**config.mk**
```make
export PLATFORM = sky130hd
export DESIGN_NAME = cbcfg_bank
export DESIGN_NICKNAME = d
export VERILOG_FILES = /design/src/pkg/cbcfg_pkg.sv /design/src/rtl/cbcfg_rd_mux.sv /design/src/rtl/cbcfg_bank.sv
export VERILOG_INCLUDE_DIRS = /design/src /design/src/pkg
export SDC_FILE = /design/constraint.sdc
export NUM_CORES = 1
export LEC_CHECK = 0
export ABC_AREA = 1
export BUFFER_PORTS_ARGS = -buffer_cell sky130_fd_sc_hd__buf_2
export CAP_MARGIN = 25
export CORE_MARGIN = 2
export CORE_UTILIZATION = 40
export DETAILED_ROUTE_END_ITERATION = 7
export PLACE_DENSITY = 0.58
export SYNTH_ARGS = -nofsm -noshare
export SYNTH_HDL_FRONTEND = slang
export SYNTH_SLANG_ARGS = --single-unit
```
**constraint.sdc**
```tcl
create_clock -name clk_sys -period 2.1 [get_ports clk_sys]
set_input_delay 0.105 -clock clk_sys [delete_from_list [all_inputs] [get_ports clk_sys]]
set_output_delay 0.105 -clock clk_sys [all_outputs]
set_load 0.01 [all_outputs]
```
**src/pkg/cbcfg_defs.svh**
```systemverilog
/*
 Byte indices, field positions and reset values of the upper configuration
 bytes of the clock buffer. Assumes inclusion by the package and the RTL.
*/
`ifndef CBCFG_DEFS_SVH
`define CBCFG_DEFS_SVH
`define CBCFG_IDX_FREQ      8'h03
`define CBCFG_IDX_RSVD      8'h04
`define CBCFG_IDX_REVVEN    8'h05
`define CBCFG_IDX_PART      8'h06
`define CBCFG_IDX_LEN       8'h07
`define CBCFG_FREQ_RST      8'h07
`define CBCFG_FREQ_WMASK    8'h39
`define CBCFG_RSVD_VAL      8'hFF
`define CBCFG_LEN_RST       8'h08
`define CBCFG_LEN_WMASK     8'h1F
`define CBCFG_BIT_FSEL_EN   5
`define CBCFG_BIT_FSEL_HI   4
`define CBCFG_BIT_FSEL_LO   3
`define CBCFG_BIT_FB_EDGE   0
`define CBCFG_IDX_LAST      8'h07
`endif

```
**src/pkg/cbcfg_pkg.sv**
```systemverilog
/*
 Types shared by the configuration bank. Assumes cbcfg_defs.svh is on the
 include path.
*/
`include "cbcfg_defs.svh"
package cbcfg_pkg;
   typedef struct packed {
      logic       wrEn;
      logic [7:0] idx;
      logic [7:0] data;
   } cbcfg_wr_t;
   typedef struct packed {
      logic       freqSwEnable;
      logic [1:0] frequencyChoice;
      logic       feedbackEdgeRatePick;
      logic [4:0] readbackCount;
   } cbcfg_ctl_t;
endpackage

```
**src/rtl/cbcfg_rd_mux.sv**
```systemverilog
/*
 Combinational read-back multiplexer for byte indices 3 to 7. Assumes the
 stored bytes come from registers on the same clock.
*/
`timescale 1ns/1ps
`include "cbcfg_defs.svh"
module cbcfg_rd_mux
   import cbcfg_pkg::*;
// The identity codes below are arbitrary values; the product sets the real ones.
#(
   parameter logic [3:0] REV_CODE  = 4'hA,
   parameter logic [3:0] MAKER     = 4'h5,
   parameter logic [1:0] CLASS     = 2'h2,
   parameter logic [5:0] PART_NUM  = 6'h2A
) (
   // Selection
   input  wire logic [7:0] idx,
   // Stored bytes
   input  wire logic [7:0] freqByte,
   input  wire logic [7:0] lenByte,
   // Result
   output logic [7:0]      rdByte
);
   always_comb begin
      unique case (idx)
         `CBCFG_IDX_FREQ:   rdByte = freqByte;
         `CBCFG_IDX_RSVD:   rdByte = `CBCFG_RSVD_VAL;
         `CBCFG_IDX_REVVEN: rdByte = {REV_CODE, MAKER};
         `CBCFG_IDX_PART:   rdByte = {CLASS, PART_NUM};
         `CBCFG_IDX_LEN:    rdByte = lenByte;
         default:           rdByte = 8'h00;
      endcase
   end
endmodule // cbcfg_rd_mux

```
**src/rtl/cbcfg_bank.sv**
```systemverilog
/*
 Upper configuration bytes of the clock buffer and the block-read sequencer
 that feeds the serial engine. Assumes the serial engine supplies decoded
 byte writes, a block-read start with starting index, and a byte-taken
 strobe per acknowledged byte; all on clk_sys.
*/
// Overview of operation
// - Bit 5 of byte 3 enables software frequency selection, reset 0.
// - Bits 4:3 of byte 3 choose frequency, reset 0, act only when enabled.
// - Bit 0 of byte 3 picks feedback edge rate, 1 faster, reset 1.
// - Byte 4 is reserved and always reads all ones.
// - Byte 5 is read-only revision code over maker code.
// - Byte 6 is read-only part class over part number.
// - Block read sends the count first, then bytes from the start index.
`timescale 1ns/1ps
`include "cbcfg_defs.svh"
module cbcfg_bank
   import cbcfg_pkg::*;
(
   // Clock and reset
   input  wire logic       clk_sys,
   input  wire logic       rst,
   // Byte writes from the serial engine
   input  wire cbcfg_wr_t  wrReq,
   // Block read control
   input  wire logic       blkStart,
   input  wire logic [7:0] blkStartIdx,
   input  wire logic       byteTaken,
   input  wire logic       hostNack,
   // Block read data
   output logic [7:0]      txByte_ff,
   output logic            txValid_ff,
   // Control towards the clock path
   output cbcfg_ctl_t      ctl_ff
);
   typedef enum logic [2:0] {
      ST_IDLE  = 3'b001,
      ST_COUNT = 3'b010,
      ST_DATA  = 3'b100
   } cbcfg_st_t;

   logic [7:0] freqByte_ff, nxt_freqByte;
   logic [7:0] lenByte_ff, nxt_lenByte;
   cbcfg_st_t  state_ff, nxt_state;
   logic [7:0] rdIdx_ff, nxt_rdIdx;
   logic [4:0] left_ff, nxt_left;
   logic [7:0] nxt_txByte;
   logic       nxt_txValid;
   cbcfg_ctl_t nxt_ctl;
   logic [7:0] rdByte;

   cbcfg_rd_mux u_mux (
      .idx      (rdIdx_ff),
      .freqByte (freqByte_ff),
      .lenByte  (lenByte_ff),
      .rdByte   (rdByte)
   );

   // Register bytes; masks keep reserved and read-only bits at defaults.
   always_comb begin
      nxt_freqByte = freqByte_ff;
      nxt_lenByte  = lenByte_ff;
      if (wrReq.wrEn && wrReq.idx == `CBCFG_IDX_FREQ) begin
         nxt_freqByte = (wrReq.data & `CBCFG_FREQ_WMASK)
                      | (`CBCFG_FREQ_RST & ~`CBCFG_FREQ_WMASK);
      end
      if (wrReq.wrEn && wrReq.idx == `CBCFG_IDX_LEN) begin
         nxt_lenByte = wrReq.data & `CBCFG_LEN_WMASK;
      end
   end

   // Frequency choice is forwarded only while enabled, else held at zero.
   always_comb begin
      nxt_ctl.freqSwEnable         = freqByte_ff[`CBCFG_BIT_FSEL_EN];
      nxt_ctl.frequencyChoice      = freqByte_ff[`CBCFG_BIT_FSEL_EN]
         ? {freqByte_ff[`CBCFG_BIT_FSEL_HI], freqByte_ff[`CBCFG_BIT_FSEL_LO]}
         : 2'h0;
      nxt_ctl.feedbackEdgeRatePick = freqByte_ff[`CBCFG_BIT_FB_EDGE];
      nxt_ctl.readbackCount        = lenByte_ff[4:0];
   end

   // Block-read sequencer: count byte, then count data bytes.
   always_comb begin
      nxt_state   = state_ff;
      nxt_rdIdx   = rdIdx_ff;
      nxt_left    = left_ff;
      nxt_txByte  = txByte_ff;
      nxt_txValid = txValid_ff;
      unique case (state_ff)
         ST_IDLE: begin
            if (blkStart) begin
               nxt_state   = ST_COUNT;
               nxt_rdIdx   = blkStartIdx;
               nxt_left    = lenByte_ff[4:0];
               nxt_txByte  = {3'h0, lenByte_ff[4:0]};
               nxt_txValid = 1'b1;
            end
         end
         ST_COUNT: begin
            if (hostNack) begin
               nxt_state   = ST_IDLE;
               nxt_txValid = 1'b0;
            end else if (byteTaken) begin
               if (left_ff == 5'h00) begin
                  nxt_state   = ST_IDLE;
                  nxt_txValid = 1'b0;
               end else begin
                  nxt_state  = ST_DATA;
                  nxt_txByte = rdByte;
                  nxt_rdIdx  = rdIdx_ff + 8'h01;
                  nxt_left   = left_ff - 5'h01;
               end
            end
         end
         ST_DATA: begin
            if (hostNack || (byteTaken && left_ff == 5'h00)) begin
               nxt_state   = ST_IDLE;
               nxt_txValid = 1'b0;
            end else if (byteTaken) begin
               nxt_txByte = rdByte;
               nxt_rdIdx  = rdIdx_ff + 8'h01;
               nxt_left   = left_ff - 5'h01;
            end
         end
      endcase
   end

   always_ff @(posedge clk_sys) begin
      if (rst) begin
         freqByte_ff <= `CBCFG_FREQ_RST;
         lenByte_ff  <= `CBCFG_LEN_RST;
         state_ff    <= ST_IDLE;
         rdIdx_ff    <= 8'h00;
         left_ff     <= 5'h00;
         txByte_ff   <= 8'h00;
         txValid_ff  <= 1'b0;
         ctl_ff      <= '0;
      end else begin
         freqByte_ff <= nxt_freqByte;
         lenByte_ff  <= nxt_lenByte;
         state_ff    <= nxt_state;
         rdIdx_ff    <= nxt_rdIdx;
         left_ff     <= nxt_left;
         txByte_ff   <= nxt_txByte;
         txValid_ff  <= nxt_txValid;
         ctl_ff      <= nxt_ctl;
      end
   end

   // Checks.
   property p_freqDisabled;
      @(posedge clk_sys) disable iff (rst)
      !freqByte_ff[`CBCFG_BIT_FSEL_EN] |=> ctl_ff.frequencyChoice == 2'h0;
   endproperty
   a_freqDisabled: assert property (p_freqDisabled) else $error("choice leaks");

   property p_enFollows;
      @(posedge clk_sys) disable iff (rst)
      wrReq.wrEn && wrReq.idx == `CBCFG_IDX_FREQ
      |=> ##1 ctl_ff.freqSwEnable == $past(wrReq.data[`CBCFG_BIT_FSEL_EN], 2);
   endproperty
   a_enFollows: assert property (p_enFollows) else $error("enable lost");

   property p_fbFollows;
      @(posedge clk_sys) disable iff (rst)
      wrReq.wrEn && wrReq.idx == `CBCFG_IDX_FREQ
      |=> ##1 ctl_ff.feedbackEdgeRatePick == $past(wrReq.data[0], 2);
   endproperty
   a_fbFollows: assert property (p_fbFollows) else $error("edge pick lost");

   property p_rsvdFreq;
      @(posedge clk_sys) disable iff (rst)
      freqByte_ff[7:6] == 2'h0 && freqByte_ff[2:1] == 2'h3;
   endproperty
   a_rsvdFreq: assert property (p_rsvdFreq) else $error("reserved bits moved");

   property p_lenRsvd;
      @(posedge clk_sys) disable iff (rst) lenByte_ff[7:5] == 3'h0;
   endproperty
   a_lenRsvd: assert property (p_lenRsvd) else $error("length high bits set");

   property p_countFirst;
      @(posedge clk_sys) disable iff (rst)
      state_ff == ST_IDLE && blkStart
      |=> txValid_ff && txByte_ff == {3'h0, $past(lenByte_ff[4:0])};
   endproperty
   a_countFirst: assert property (p_countFirst) else $error("count not first");

   property p_rsvdByte;
      @(posedge clk_sys) disable iff (rst)
      state_ff != ST_IDLE && byteTaken && !hostNack && left_ff != 5'h00
      && rdIdx_ff == `CBCFG_IDX_RSVD |=> txByte_ff == `CBCFG_RSVD_VAL;
   endproperty
   a_rsvdByte: assert property (p_rsvdByte) else $error("byte 4 not ones");

   property p_nackEnds;
      @(posedge clk_sys) disable iff (rst)
      state_ff != ST_IDLE && hostNack |=> !txValid_ff && state_ff == ST_IDLE;
   endproperty
   a_nackEnds: assert property (p_nackEnds) else $error("nack ignored");

   property p_idRead;
      @(posedge clk_sys) disable iff (rst)
      state_ff != ST_IDLE && byteTaken && !hostNack && left_ff != 5'h00
      && rdIdx_ff == `CBCFG_IDX_REVVEN |=> txByte_ff == $past(rdByte);
   endproperty
   a_idRead: assert property (p_idRead) else $error("id byte wrong");
endmodule // cbcfg_bank

```
# Yosys cells after proc, flatten, opt, wreduce, memory -nomap -nowiden

Index checks and enable logic that the tools add are counted.

Register bits after elaboration: 43
Input port bits: 30
Output and inout port bits: 18
Logic and storage cells: 76

$add $sub $neg: 2
Eq/ne operators: 19
Muxes and demuxes: 34
Bitwise operators: 1
Reduce and logical (&&, ||, !) cells: 9

Operators with widths:

| operator                                                               | number |
|---|---|
| 8-bit two-way mux                                                      | 12 |
| 8-bit one-hot mux with 3 select lines                                  | 2 |
| 8-bit by 3-bit equality test with 1-bit output (second input constant) | 5 |
| 8-bit one-hot mux with 5 select lines                                  | 1 |
| 5-bit two-way mux                                                      | 6 |
| 8-bit by 2-bit equality test with 1-bit output (second input constant) | 2 |
| 3-bit two-way mux                                                      | 5 |
| 5-bit one-hot mux with 3 select lines                                  | 1 |
| 2-bit inequality test (second input constant)                          | 7 |
| 3-bit one-hot mux with 3 select lines                                  | 1 |
| 8-bit by 1-bit adder with 8-bit output (second input constant)         | 1 |
| 3-bit inequality test (second input constant)                          | 2 |
| 6-bit AND reduction                                                    | 1 |
| 5-bit zero test                                                        | 1 |
| 1-bit two-way mux                                                      | 5 |
| 5-bit by 1-bit subtractor with 5-bit output (second input constant)    | 1 |
| 4-bit AND reduction                                                    | 1 |
| 3-bit by 1-bit equality test with 1-bit output (second input constant) | 1 |
| 3-bit by 2-bit equality test with 1-bit output (second input constant) | 1 |
| 3-bit equality test (second input constant)                            | 1 |
| 1-bit logical AND                                                      | 3 |
| 1-bit one-hot mux with 3 select lines                                  | 1 |
| 3-bit AND reduction                                                    | 1 |
| 2-bit OR reduction                                                     | 1 |
| other kinds (2)                                                        | 2 |

# Depth between registers and ports, before layout

Depth in word-level cells: 6
Mapped depth: 11

# Cells and area by module

Synthesis repeated with hierarchy kept, for this count alone.

Cell total of the unflattened synthesis: 343
Area total of the unflattened synthesis: 2387.3 µm²

By module, submodules not included:

| module       | times used | cells each | area an instance (µm²) |
|---|---|---|---|
| cbcfg_bank   | 1          | 294        | 2119.5 |
| cbcfg_rd_mux | 1          | 49         | 267.8 |

# Worst setup path after synthesis

OpenSTA, ideal clock, no wires.

Path kind: register -> register
Start point: register left_ff[0]
End point: register left_ff[3]
Arrival: 1318 ps
Slack: 664 ps
Stages on the path, launching flop included: 10
Path buffers: 1
Clock period less this slack: 1436 ps
Cell sequence: dfxtp_1 > inv_1 > ha_1 > nand3_4 > nand2_4 > nor2_4 > nor2_8 > buf_12 > nor3_1 > nor2_1

Word-level cells in the longest chain between the ends: 5

RTL lines:

| what                                                                                  | line                                 | text |
|---|---|---|
| start: declaration                                                                    | cbcfg_bank.sv:46                     | `logic [4:0] left_ff, nxt_left;` |
| start signal: assignment                                                              | cbcfg_bank.sv:143                    | `left_ff <= nxt_left;` |
| 5-bit by 1-bit subtractor with 5-bit output / 5-bit zero test (equally long branches) | --                                   |  |
| 5-bit two-way mux / 1-bit logical AND (equally long branches)                         | cbcfg_bank.sv:104, cbcfg_bank.sv:116 |  |
| 5-bit two-way mux / 1-bit logical OR (equally long branches)                          | cbcfg_bank.sv:103, cbcfg_bank.sv:116 |  |
| 5-bit two-way mux / 2-bit inequality test (equally long branches)                     | --                                   |  |
| 5-bit one-hot mux with 3 select lines / 6-bit AND reduction (equally long branches)   | --                                   |  |

Several ways; a longest one is shown, not always the timed one. The select of a mux whose other input is x is not followed.
A chain may end at the register's enable or synchronous reset.

# Worst setup path after layout

Start point: register rdIdx_ff[0]
End point: register txByte_ff[3]

Word-level cells in the longest chain between the ends: 6

RTL lines:

| what                                                                                                                    | line               | text |
|---|---|---|
| start: declaration                                                                                                      | cbcfg_bank.sv:45   | `logic [7:0] rdIdx_ff, nxt_rdIdx;` |
| start signal: assignment                                                                                                | cbcfg_bank.sv:142  | `rdIdx_ff <= nxt_rdIdx;` |
| 8-bit by 3-bit equality test with 1-bit output / 8-bit by 2-bit equality test with 1-bit output (equally long branches) | cbcfg_rd_mux.sv:25 | `unique case (idx)` |
| 8-bit one-hot mux with 5 select lines (*)                                                                               | cbcfg_rd_mux.sv:25 |  |
| 8-bit two-way mux                                                                                                       | cbcfg_bank.sv:104  | `if (left_ff == 5'h00) begin` |
| 8-bit two-way mux                                                                                                       | cbcfg_bank.sv:103  | `end else if (byteTaken) begin` |
| 8-bit two-way mux                                                                                                       | cbcfg_bank.sv:100  | `if (hostNack) begin` |
| 8-bit one-hot mux with 3 select lines (*)                                                                               | cbcfg_bank.sv:89   | `unique case (state_ff)` |
| end signal: assignment                                                                                                  | cbcfg_bank.sv:144  | `txByte_ff <= nxt_txByte;` |
| end: declaration                                                                                                        | cbcfg_bank.sv:31   | `output logic [7:0] txByte_ff,` |

Mark *: on every way between the ends. The rest lies on a longest branch, timed or not. The select of a mux whose other input is x is not followed.

==> results_tabular.tex <==
\begin{tabular}{lr}
\hline
Metric & Value \\
\hline
\multicolumn{2}{l}{\textbf{Cells and area}} \\
\quad Most frequent standard cell in the layout excluding fill and tap cells & nand2\_1 \\
\quad Relative area change from synthesis to final layout & 12.6\% \\
\quad Number of antenna repair diodes & 0 \\
\quad Final Cell Area & around 2700 um2 \\
\quad Commonest non-fill, non-tap cells in the layout & nand2\_1 (76), nor2\_1 (53), buf\_2 (45) \\
\quad Share of cells above drive strength 1 & 24.1\% \\
\quad Non-filler cells in the finished layout & roughly 460 \\
\quad Number of nets in the layout & 415 \\
\multicolumn{2}{l}{\textbf{Floorplan}} \\
\quad Std cell rows & 28 \\
\quad Die ar. & about 6700 um2 \\
\quad Die extent in y & 81.8 um \\
\quad Area of the core & 5890 um2 \\
\quad Number of top-level design ports & between 40 and 50 \\
\quad Effective utilization at floorplan & 41.2\% \\
\quad Die Wd & a little over 80 um \\
\multicolumn{2}{l}{\textbf{GRT}} \\
\quad Overall global routing resource usage & $\sim$18\% \\
\quad Via count of the first global-routing pass & about 2000 \\
\quad Global route total overflow & 0 \\
\quad Number of antenna violations at the first check in global routing & 0 \\
\quad Global-route wire length before repair & roughly 9300 um \\
\quad Pin count of the biggest net entering global routing & 27 \\
\multicolumn{2}{l}{\textbf{Synth}} \\
\quad Synth cell types & 37 \\
\quad Flops \& latches, synth & 43 \\
\quad Ys Warns & 0 \\
\quad Cell area after synthesis & roughly 2400 um2 \\
\quad Synth Instances & around 340 \\
\quad Syn Nets & between 300 and 400 \\
\quad Register area share after synthesis & between 30 and 40\% \\
\quad Avg Synthesized Cell Area & roughly 7 um2 \\
\multicolumn{2}{l}{\textbf{Route}} \\
\quad Aggregate routed wire length & 5390 um \\
\quad Drt first-iter violations & roughly 110 \\
\quad Remaining DRCs & 0 \\
\quad Average wire per cell in the routed design & between 10 and 15 um \\
\quad Sum of routed wire segments on met1 & 2630 um \\
\quad Via count & approximately 2200 \\
\quad Vias per Instance & about 4.7 \\
\quad Number of iterations in the first detailed-routing pass & 4 \\
\quad Number of antenna-violating nets in the routed design & 0 \\
\quad Detailed-routed wire length on met3 & approximately 250 um \\
\quad Highest routing layer actually used & met4 \\
\quad Detail Route met2 WL & around 2500 um \\
\multicolumn{2}{l}{\textbf{STA}} \\
\quad Setup repair after global routing missed its margin & false \\
\quad Total negative setup slack & 0 ps \\
\quad Slew Limit Fails & 0 \\
\quad Highest attainable clock frequency & between 0.6 and 0.7 GHz \\
\quad Final Critical Period & roughly 1600 ps \\
\quad Hold violation total from the final report & 0 \\
\quad Final worst path period share & between 70\% and 80\% \\
\quad Worst-case clock skew & between 7 and 8 ps \\
\quad Slew headroom & $\sim$52\% \\
\quad \# setup viols final & 0 \\
\quad Final hold slack & 59.6 ps \\
\quad Transition time at the pin with the least slew margin & 713 ps \\
\multicolumn{2}{l}{\textbf{Clock tree}} \\
\quad Clock root buffer & clkbuf\_8 \\
\quad Number of clock sinks seen by CTS & 43 \\
\quad H-tree depth reported by CTS & 2 \\
\quad Clock tree from TritonCTS & yes \\
\quad Resize count post-CTS & 0 \\
\quad Setup Fix Bufs, Post-CTS & 0 \\
\quad Number of buffers on the longest clock path & 2 \\
\quad Clock transition time at the flip-flop clock pins of the worst setup and hold paths & approximately 80 ps \\
\quad Cts bufs inserted & 5 \\
\quad Source-to-sink clock delay at the later pin of the worst-skew pair & roughly 300 ps \\
\quad Post-CTS Hold Fix Bufs & 0 \\
\multicolumn{2}{l}{\textbf{Setup path}} \\
\quad Most common cell on crit path & nand2\_1 \\
\quad Arr. time, crit path & between 1500 and 2000 ps \\
\quad Maximum fanout count along the critical path & 6 \\
\quad Slowest stage cell, crit path & dfxtp\_1 \\
\quad Startpoint kind of the worst setup timing path & flop \\
\quad Endpoint of the most critical register-to-register path & txByte\_ff[3]\$\_SDFFE\_PP0P\_ \\
\quad Kind of critical path & reg2reg \\
\quad Worst-case register-to-register setup slack & 490 ps \\
\quad Data required time of the critical path & $\sim$2300 ps \\
\quad Reg2reg path depth & 10 \\
\quad Kind of end point of the critical path & flop \\
\quad Crit path launch & rdIdx\_ff[0]\$\_SDFFE\_PP0P\_ \\
\quad Launching point of the worst reg2reg path & rdIdx\_ff[0]\$\_SDFFE\_PP0P\_ \\
\quad Critical path's largest stage delay & roughly 450 ps \\
\quad Critical path destination & txByte\_ff[3]\$\_SDFFE\_PP0P\_ \\
\quad Ordered list of cells on the worst path & inv\_1, ha\_1, nor2\_1, nor2\_1, nand2\_1, nand2\_1, nand2\_1, nand2\_2, nand2\_1, a21oi\_1 \\
\multicolumn{2}{l}{\textbf{Place}} \\
\quad DP HPWL & 3870 um \\
\quad GPL Wtd Cong & a little under 0.8 \\
\quad Total placed cells including tap cells & between 400 and 500 \\
\quad Placed cell areas & between 2000 and 3000 um2 \\
\quad Number of buffers inserted by port buffering & 45 \\
\multicolumn{2}{l}{\textbf{Power and ir drop}} \\
\quad Leakage power of the design & 1.27 nW \\
\quad Worst supply voltage drop on vdd & around 260 uV \\
\quad Total power density per cell area & 779 nW/um2 \\
\multicolumn{2}{l}{\textbf{Status}} \\
\quad Status & completed \\
\multicolumn{2}{l}{\textbf{Job}} \\
\quad Total of max-cap violations & 0 \\
\multicolumn{2}{l}{\textbf{Min path}} \\
\quad Hold crit path type & in2reg \\
\hline
\end{tabular}
==> kinds of logic after synthesis <==
logic type | Yosys count | synth area share, %
xor+xnor | 2 | 0.723
fa+ha+maj | 5 | 2.58
buf+inv | 52 | 10.9
simple gates | 192 | 39.6
flops | 43 | 35.5
compound gates | 44 | 10.6
==> report_power, final <==
group	total [mW]	switching [mW]	internal (mW)
Sequential	0.959	0.0698	0.889
Clock	0.532	0.299	0.233
Combinational	0.636	0.407	0.228
Total	2.13	0.776	1.35
==> critical path, delay by kind of cell (launching register included) <==
kind / cells / cell delay [ps]
AND/OR/NAND/NOR: 7 / 620
AO/OA/AOI/OAI: 1 / 50
adder cells (fa/ha/maj): 1 / 260
flip-flops: 1 / 450
buffers and inverters: 1 / 120
==> how the worst min path moves through the flow <==
| stage | startpoint | endpoint | slack, ps | cells after the start |
|---|---|---|---|---|
| 5_1_grt | wrReq[3] | lenByte_ff[3]$_SDFFE_PP1P_ | 50 | 3 |
| 6_report | wrReq[3] | lenByte_ff[3]$_SDFFE_PP1P_ | 60 | 3 |
| 4_1_cts | wrReq[3] | lenByte_ff[3]$_SDFFE_PP1P_ | 60 | 3 |
| 3_3_place_gp | wrReq[3] | lenByte_ff[3]$_SDFFE_PP1P_ | 370 | 3 |
| 2_1_floorplan | wrReq[0] | freqByte_ff[0]$_SDFFE_PP1P_ | 260 | 2 |
| 3_5_place_dp | wrReq[3] | lenByte_ff[3]$_SDFFE_PP1P_ | 370 | 3 |
==> per-layer routing <==
metal  track usage [%]  vias up
met4              5.33        0
met3              4.51        6
met2              28.4       42
met5                 0        -
met1              24.2      953
li1                  -     1156
==> synthesized netlist by cell type, drive strengths merged <==
cell type	n	area share, %
o21ai	21	4.6
ha	5	2.6
nand3b	1	0.31
o2111ai	1	0.36
inv	42	6.9
nand2	85	15
nor2	64	13
nor3	8	2.3
dfxtp	43	36
o211ai	1	0.31
clkbuf	2	0.31
nand3	30	7.1
a21oi	21	5.3
xnor2	2	0.72
or2	1	0.26
nand4	3	1.4
buf	8	3.7
==> metrics by stage <==
| stage | total power [mW] | utilization, % | setup slack (ps) |
|---|---|---|---|
| after floorplan | 1.51 | - | 664 |
| after global placement | 1.61 | 44.9 | 526 |
| after detailed placement | 1.62 | 44.9 | 501 |
| after CTS | 2.15 | 46.4 | 476 |
| after global routing | 2.28 | 46.4 | 282 |
| final | 2.13 | 46.4 | 487 |
==> state kept, by name (all words and copies together), names as in the netlist <==
name,flops
left_ff,5
rdIdx_ff,8
ctl_ff,9
lenByte_ff,5
txValid_ff,1
freqByte_ff,4
state_ff,3
txByte_ff,8
==> final cells by class <==
| cell class | instances | area (um2) |
|---|---|---|
| fill | 632 | 3160 |
| multi-input combinational | 243 | 1300 |
| sequential | 43 | 861 |
| timing repair buffer | 45 | 225 |
| inverter | 42 | 168 |
| tap | 75 | 93.8 |
| clock buffer | 6 | 72.6 |
| clock inverter | 2 | 12.5 |
Power figures use the tool's default switching activity.
